==> config.mk <==
export PLATFORM = sky130hd
export DESIGN_NAME = gpio_port_with_pin_steering
export DESIGN_NICKNAME = d
export VERILOG_FILES = /design/src/hdl/gpio_port_pkg.sv /design/src/hdl/gpio_port_with_pin_steering.sv
export SDC_FILE = /design/constraint.sdc
export NUM_CORES = 1
export LEC_CHECK = 0
export BUFFER_PORTS_ARGS = -buffer_cell sky130_fd_sc_hd__buf_2
export CAP_MARGIN = 40
export CORE_UTILIZATION = 30
export DETAILED_ROUTE_END_ITERATION = 10
export GPL_ROUTABILITY_DRIVEN = 0
export PLACE_DENSITY = 0.49
export SETUP_SLACK_MARGIN = 0.4
export SLEW_MARGIN = 25
export SYNTH_ARGS = -nofsm -noshare
export SYNTH_HDL_FRONTEND = slang
export SYNTH_SLANG_ARGS = --single-unit
==> constraint.sdc <==
create_clock -name core_clk -period 1.1 [get_ports core_clk]
set_input_delay 0.165 -clock core_clk [delete_from_list [all_inputs] [get_ports core_clk]]
set_output_delay 0.165 -clock core_clk [all_outputs]
set_load 0.1 [all_outputs]
==> src/hdl/gpio_port_pkg.sv <==
// Purpose: shared constants and types for the steered 8-bit general-purpose port
// Assumes: 8-bit register data, 3-bit register index
// Notes: sync vector holds port A bits 7..0, then port_c_bit1 and port_b_bit3
`default_nettype none
package gpio_port_pkg;

    // ****************************************
    // widths
    // ****************************************
    localparam int PORT_W = 8;
    localparam int ADDR_W = 3;
    localparam int SYNC_W = 10;
    localparam int IDX_PC1 = 8;
    localparam int IDX_PB3 = 9;

    // ****************************************
    // register offsets
    // ****************************************
    localparam logic [ADDR_W-1:0] OFS_PIN = 3'h0;
    localparam logic [ADDR_W-1:0] OFS_DIR = 3'h1;
    localparam logic [ADDR_W-1:0] OFS_LAT = 3'h2;
    localparam logic [ADDR_W-1:0] OFS_ANA = 3'h3;
    localparam logic [ADDR_W-1:0] OFS_ALT = 3'h4;
    localparam logic [ADDR_W-1:0] OFS_SET = 3'h5;
    localparam logic [ADDR_W-1:0] OFS_CLR = 3'h6;

    // ****************************************
    // reset values, masks and field positions
    // ****************************************
    localparam logic [PORT_W-1:0] RST_DIR = 8'hff;
    localparam logic [PORT_W-1:0] RST_LAT = 8'h00;
    localparam logic [PORT_W-1:0] RST_ANA = 8'h2f;
    localparam logic [PORT_W-1:0] ANA_MASK = 8'h2f;
    localparam logic [1:0] RST_ALT = 2'h0;
    localparam int ALT_SS_BIT = 1;
    localparam int ALT_CAP2_BIT = 0;
    localparam logic [2:0] SS_PIN_DEF = 3'h5;
    localparam logic [2:0] SS_PIN_ALT = 3'h0;

    // ****************************************
    // types
    // ****************************************
    typedef struct packed {
        logic en;
        logic oe;
        logic drv;
    } drive_t;

    typedef struct packed {
        logic [PORT_W-1:0] dir;
        logic [PORT_W-1:0] lat;
        logic [PORT_W-1:0] ana;
        logic [1:0] alt;
        logic [SYNC_W-1:0] s1;
        logic [SYNC_W-1:0] s2;
        logic [SYNC_W-1:0] s3;
        logic [SYNC_W-1:0] filt;
        logic [PORT_W-1:0] rdata;
        logic [PORT_W-1:0] pin_out;
        logic [PORT_W-1:0] pin_oe;
        drive_t pc1_ovr;
        drive_t pb3_ovr;
        logic ss_level;
        logic cap2_level;
    } state_t;

endpackage

`default_nettype wire

==> src/hdl/gpio_port_with_pin_steering.sv <==
// Purpose: 8-bit bidirectional port with direction, latch, analog select and pin steering
// Assumes: single core_clk at 100 MHz, synchronous active-low reset_n
// Notes: pad outputs and enables are registered, so they follow register changes one edge later
//
// Operation
// - eight pins, each independently an input or an output
// - direction bit one turns the pin driver off
// - direction bit zero drives the pin from its latch bit
// - pin register reads pin levels; writing it loads the latch
// - bit set and clear writes read pins, merge the change, store into the latch
// - latch write equals pin write; latch read returns held latch
// - analog-selected pins read zero on every digital read
// - analog select never changes what the pin drives
// - direction bits steer drivers even for analog pins
// - an enabled peripheral takes the pin away from the port
// - steering bit 1 puts slave select on bit5 or bit0
// - steering bit 0 puts capture unit two on c1 or b3
// - steering keeps directions, routes overrides, leaves unselected pin alone
// - steering bits 7..2 read zero
// - highest priority enabled peripheral owns a shared pin
// - every direction bit is one after reset
// - analog select only on bits 5,3..0, resets set, kills digital input
`timescale 1ns/1ns
`default_nettype none

module gpio_port_with_pin_steering
    import gpio_port_pkg::*;
(
    input wire logic core_clk,
    input wire logic reset_n,
    input wire logic [ADDR_W-1:0] reg_addr,
    input wire logic [PORT_W-1:0] reg_wdata,
    input wire logic reg_wr,
    input wire logic reg_rd,
    output logic [PORT_W-1:0] reg_rdata,
    input wire logic [PORT_W-1:0] pa_in,
    output logic [PORT_W-1:0] pa_out,
    output logic [PORT_W-1:0] pa_oe,
    output logic [PORT_W-1:0] pa_analog_en,
    input wire drive_t [PORT_W-1:0] periph_hi,
    input wire drive_t [PORT_W-1:0] periph_lo,
    input wire logic ss_en,
    output logic ss_level,
    input wire logic pc1_in,
    input wire logic pb3_in,
    input wire drive_t cap2_drive,
    output drive_t pc1_ovr,
    output drive_t pb3_ovr,
    output logic cap2_level
);

    // ****************************************
    // state
    // ****************************************
    state_t s_q;
    state_t s_d;
    logic [PORT_W-1:0] pin_rd;
    logic [PORT_W-1:0] rd_val;
    logic [2:0] ss_idx;
    logic [PORT_W-1:0] drv_oe;
    logic [PORT_W-1:0] drv_out;

    // ****************************************
    // per-pin driver priority
    // ****************************************
    genvar gi;
    generate
        for (gi = 0; gi < PORT_W; gi++) begin : g_pin
            always_comb begin
                if (periph_hi[gi].en) begin
                    // highest priority peripheral owns the pin
                    drv_oe[gi] = periph_hi[gi].oe;
                    drv_out[gi] = periph_hi[gi].drv;
                end else if (periph_lo[gi].en) begin
                    drv_oe[gi] = periph_lo[gi].oe;
                    drv_out[gi] = periph_lo[gi].drv;
                end else if (ss_en && (ss_idx == 3'(gi))) begin
                    // slave select is an input; it forces the driver off
                    drv_oe[gi] = 1'b0;
                    drv_out[gi] = 1'b0;
                end else begin
                    // analog select plays no part here
                    drv_oe[gi] = ~s_q.dir[gi];
                    drv_out[gi] = s_q.lat[gi];
                end
            end
        end
    endgenerate

    // ****************************************
    // next state
    // ****************************************
    always_comb begin
        s_d = s_q;
        // three-stage pin synchroniser
        s_d.s1 = {pb3_in, pc1_in, pa_in};
        s_d.s2 = s_q.s1;
        s_d.s3 = s_q.s2;
        for (int i = 0; i < SYNC_W; i++) begin
            if (s_q.s2[i] == s_q.s3[i]) begin
                s_d.filt[i] = s_q.s3[i];
            end
        end

        // analog pins read zero, digital buffer off
        pin_rd = s_q.filt[PORT_W-1:0] & ~s_q.ana;

        // read decode
        rd_val = '0;
        if (reg_addr == OFS_PIN) begin
            rd_val = pin_rd;
        end else if (reg_addr == OFS_DIR) begin
            rd_val = s_q.dir;
        end else if (reg_addr == OFS_LAT) begin
            rd_val = s_q.lat;
        end else if (reg_addr == OFS_ANA) begin
            rd_val = s_q.ana;
        end else if (reg_addr == OFS_ALT) begin
            rd_val = {6'h00, s_q.alt};
        end
        s_d.rdata = reg_rd ? rd_val : '0;

        // write decode
        if (reg_wr) begin
            if (reg_addr == OFS_PIN) begin
                s_d.lat = reg_wdata;
            end else if (reg_addr == OFS_LAT) begin
                s_d.lat = reg_wdata;
            end else if (reg_addr == OFS_DIR) begin
                s_d.dir = reg_wdata;
            end else if (reg_addr == OFS_ANA) begin
                s_d.ana = reg_wdata & ANA_MASK;
            end else if (reg_addr == OFS_ALT) begin
                s_d.alt = reg_wdata[1:0];
            end else if (reg_addr == OFS_SET) begin
                // bit set merges into the pin levels, not the latch
                s_d.lat = pin_rd | reg_wdata;
            end else if (reg_addr == OFS_CLR) begin
                s_d.lat = pin_rd & ~reg_wdata;
            end
        end

        // pad drivers
        s_d.pin_oe = drv_oe;
        s_d.pin_out = drv_out;

        // slave select steering
        ss_idx = s_q.alt[ALT_SS_BIT] ? SS_PIN_ALT : SS_PIN_DEF;
        s_d.ss_level = pin_rd[ss_idx];

        // capture unit two steering; the unselected pin sees no override
        if (s_q.alt[ALT_CAP2_BIT]) begin
            s_d.pc1_ovr = '0;
            s_d.pb3_ovr = cap2_drive;
            s_d.cap2_level = s_q.filt[IDX_PB3];
        end else begin
            s_d.pc1_ovr = cap2_drive;
            s_d.pb3_ovr = '0;
            s_d.cap2_level = s_q.filt[IDX_PC1];
        end
    end

    // ****************************************
    // registers
    // ****************************************
    always_ff @(posedge core_clk) begin
        if (!reset_n) begin
            s_q <= '0;
            s_q.dir <= RST_DIR;
            s_q.lat <= RST_LAT;
            s_q.ana <= RST_ANA;
            s_q.alt <= RST_ALT;
        end else begin
            s_q <= s_d;
        end
    end

    assign reg_rdata = s_q.rdata;
    assign pa_out = s_q.pin_out;
    assign pa_oe = s_q.pin_oe;
    assign pa_analog_en = s_q.ana;
    assign ss_level = s_q.ss_level;
    assign pc1_ovr = s_q.pc1_ovr;
    assign pb3_ovr = s_q.pb3_ovr;
    assign cap2_level = s_q.cap2_level;
endmodule // gpio_port_with_pin_steering

`default_nettype wire

==> out/results.tsv <==
stage	metric	value	unit
synth	top post-synthesis cells by area	dfxtp_1 47%, buf_4 7.6%, and2_1 7.5%, nand2_1 4.5%, mux2i_1 4.2%	
power_and_ir_drop	Power Internal	5870	uW
setup_path	Critical-path top delay cell	dfxtp_4	
setup_path	Critical Path Sink Type	primary output	
power_and_ir_drop	LEAKAGE	0.00267	uW
synth	distinct cell type count after synthesis	48	
clock_tree	clock root buffer	clkbuf_16	
detailed_routing	DRT iter0 DRCs	100	
setup_path	CP delay by family, top	flip-flops	
sta	skew final	0.00624	ns
clock_tree	CTS Buf Count	9	
placement	input/output buffers	113	
global_route	initial antenna violation count	1	
detailed_routing	via count	3405	
sta	final hold violations	0	
synth	cell accounting for the most synthesized area	dfxtp_1	
floorplan	Chip Width	118	um
detailed_routing	Pre-Repair DR Iteration Count	4	
floorplan	Starting Density	0.313	
finish	Final Util	0.505	
power_and_ir_drop	Power per Cell Area	1260	mW/mm^2
setup_path	CP max stage delay	0.36	ns
floorplan	Die H	118	um
synth	Synth Cell Area	0.00403	mm^2
global_route	vias in the first global route	3355	
power_and_ir_drop	Reg power frac	0.446	
outcome	failing checks	negative setup slack	
clock_tree	Max clock buf depth	2	
floorplan	# rows	41	
synth	YS warnings	0	
synth	EDFF count, synth	0	
power_and_ir_drop	Switching Power	2320	uW
finish	n_diodes	0	
job	Max-Cap Viols	0	
clock_tree	CTS sink cnt	95	
synth	Mapped Cells	446	
placement	worst slack at placement	-0.154	ns
sta	max-slew violations	0	
detailed_routing	routed wire length	10400	um
outcome	status	finished with violations	
finish	nets	652	
power_and_ir_drop	switch share	0.284	
synth	Post-synth ARST share	0	
clock_tree	H-tree Lvls	3	
setup_path	arrival time at the worst endpoint	0.97	ns
detailed_routing	DRT antenna net count	0	
placement	Post-DP HPWL	7440	um
detailed_routing	vias per cell	4.53	
power_and_ir_drop	clock network power share	0.351	
detailed_routing	post-route DRC violation count	0	
detailed_routing	Avg WL per Cell	13.9	um
synth	sequential fraction of the synthesis area	0.472	
clock_tree	CTS tree	built	
setup_path	Buf/Inv on CP	2	
synth	count leader, synth	dfxtp_1	
power_and_ir_drop	maximum vdd drop	0.000675	V
clock_tree	hold buffer count at CTS	0	
synth	area fraction of the dominant cell type after synthesis	0.472	
clock_tree	Worst-path clk slew	0.06	ns
global_route	GRT overflow	0	
sta	worst setup margin	-0.0363	ns
sta	Worst Hold Slack	0.0300	ns
setup_path	largest fanout on the critical path	3	
floorplan	total die area	0.0139	mm^2
global_route	GRT Resource Usage Total	0.154	
setup_path	CP Cell Sequence	buf_6 > buf_12	
finish	Fill cells	1133	
sta	clock period minus worst slack	1.14	ns
floorplan	core box area	0.0129	mm^2
synth	commonest cells in the netlist	95 x dfxtp_1, 48 x and2_1, 48 x nand2_1	
power_and_ir_drop	Comb pwr share	0.203	
synth	syn_area_per_cell	9.03	um^2
global_route	pin count of the biggest net entering global routing	34	
global_route	first-pass GRT wire length	16800	um
clock_tree	Skew-Pair Late Insertion Delay	0.34	ns
hold_path	Worst Hold Class	input port to flip-flop	
floorplan	IO Count	117	
sta	setup violators final	2	
sta	RSZ-0062 raised after global routing	true	
finish	Layout area overhead	61.5	%
setup_path	Setup crit start kind	flip-flop	
synth	post-synthesis register bit count	95	
sta	highest clock rate	880	MHz
finish	layout cell share with drive strength beyond 1	0.611	
synth	Top FF cell, synth	dfxtp_1	
setup_path	Worst Path Class, Setup	flip-flop to primary output	
sta	fin crit share	1.03	
setup_path	WP data required	0.94	ns
==> final timing paths <==
| kind | start | endpoint | slack, ns | cells after the start |
|---|---|---|---|---|
| worst max-delay path | pa_analog_en[1] | pa_analog_en[1] | -0.04 | 2 |
| worst min-delay path | pa_in[0] | s_d[52] | 0.03 | 2 |
| worst max register to register | pa_analog_en[5] | s_q[87] | 0.02 | 5 |
| worst min register to register | s_d[61] | s_d[51] | 0.43 | 1 |
==> power groups by stage <==
stage                     Sequential [uW]  Combinational (uW)  Clock, uW
after floorplan                      3690                1020          0
after global placement               3730                1430          0
after detailed placement             3730                1450          0
after CTS                            3660                1610       2970
after global routing                 3660                1760       3120
final                                3650                1660       2870
==> cell usage in the layout, fill, tap and decap left out, types with 5 or more instances in the layout <==
cell type,instances
mux2i_1,16
buf_2,72
nand3_2,7
inv_1,11
nand2_4,5
buf_4,30
a21oi_1,14
and2_1,45
nand2_1,34
dfxtp_2,48
buf_6,23
a21boi_1,7
o21ai_0,6
clkbuf_16,9
dfxtp_4,15
nor2_4,5
nor3_2,6
nor2_2,5
nand2_2,12
a21oi_2,9
buf_12,46
o21ai_2,8
nor2_1,11
o21ai_1,22
dfxtp_1,32
==> through the flow <==
| step | power [uW] | instances | TNS [ns] | area (um^2) |
|---|---|---|---|---|
| after floorplan | 4710 | 448 | 0 | 4390 |
| after global placement | 5160 | 714 | -2.71 | 5430 |
| after detailed placement | 5180 | 714 | -3.32 | 5430 |
| after CTS | 8230 | 744 | -0.0866 | 6240 |
| after global routing | 8540 | 751 | -0.175 | 6500 |
| final | 8190 | 751 | -0.0567 | 6500 |
==> flip-flops by register name, summed over array words and instances (netlist names) <==
register	count
pa_out	8
reg_rdata	8
s_q	38
ss_level	1
pc1_ovr	3
pb3_ovr	3
cap2_level	1
pa_oe	8
s_d	20
pa_analog_en	5
==> cell type report <==
type,count,area (um^2),area share
Timing Repair Buffer,173,1830,0.281
Clock inverter,5,35.0,0.00539
Multi-Input combinational cell,282,2120,0.326
Tap cell,172,215,0.0331
Clock buffer,10,239,0.0367
Inverter,14,52.6,0.00808
Sequential cell,95,2020,0.310
==> cell families after synthesis <==
| logic type | after synthesis | share of synthesized area |
|---|---|---|
| AO/OA/AOI/OAI | 92 | 0.143 |
| AND/OR/NAND/NOR | 169 | 0.226 |
| multiplexers | 17 | 0.0422 |
| flip-flops | 95 | 0.472 |
| other | 1 | 0.000931 |
| buffers and inverters | 71 | 0.113 |
| XOR/XNOR | 1 | 0.00217 |
==> routing by layer <==
metal	part of all wire	global-route usage	vias to the layer above
met5	0.0011	0	-
li1	-	-	1729
met4	0.027	0.0697	2
met3	0.045	0.0378	26
met1	0.43	0.183	1561
met2	0.49	0.261	87
==> timing repair <==
item                                    in CTS  in global routing
gates cloned                                 2                  0
hold endpoints to repair                     0                  0
buffers inserted                            13                  7
endpoints found under the setup margin      98                101
gates resized for setup                    149                 66
pin swaps                                   38                 43
(Power assumes the default switching activity.)
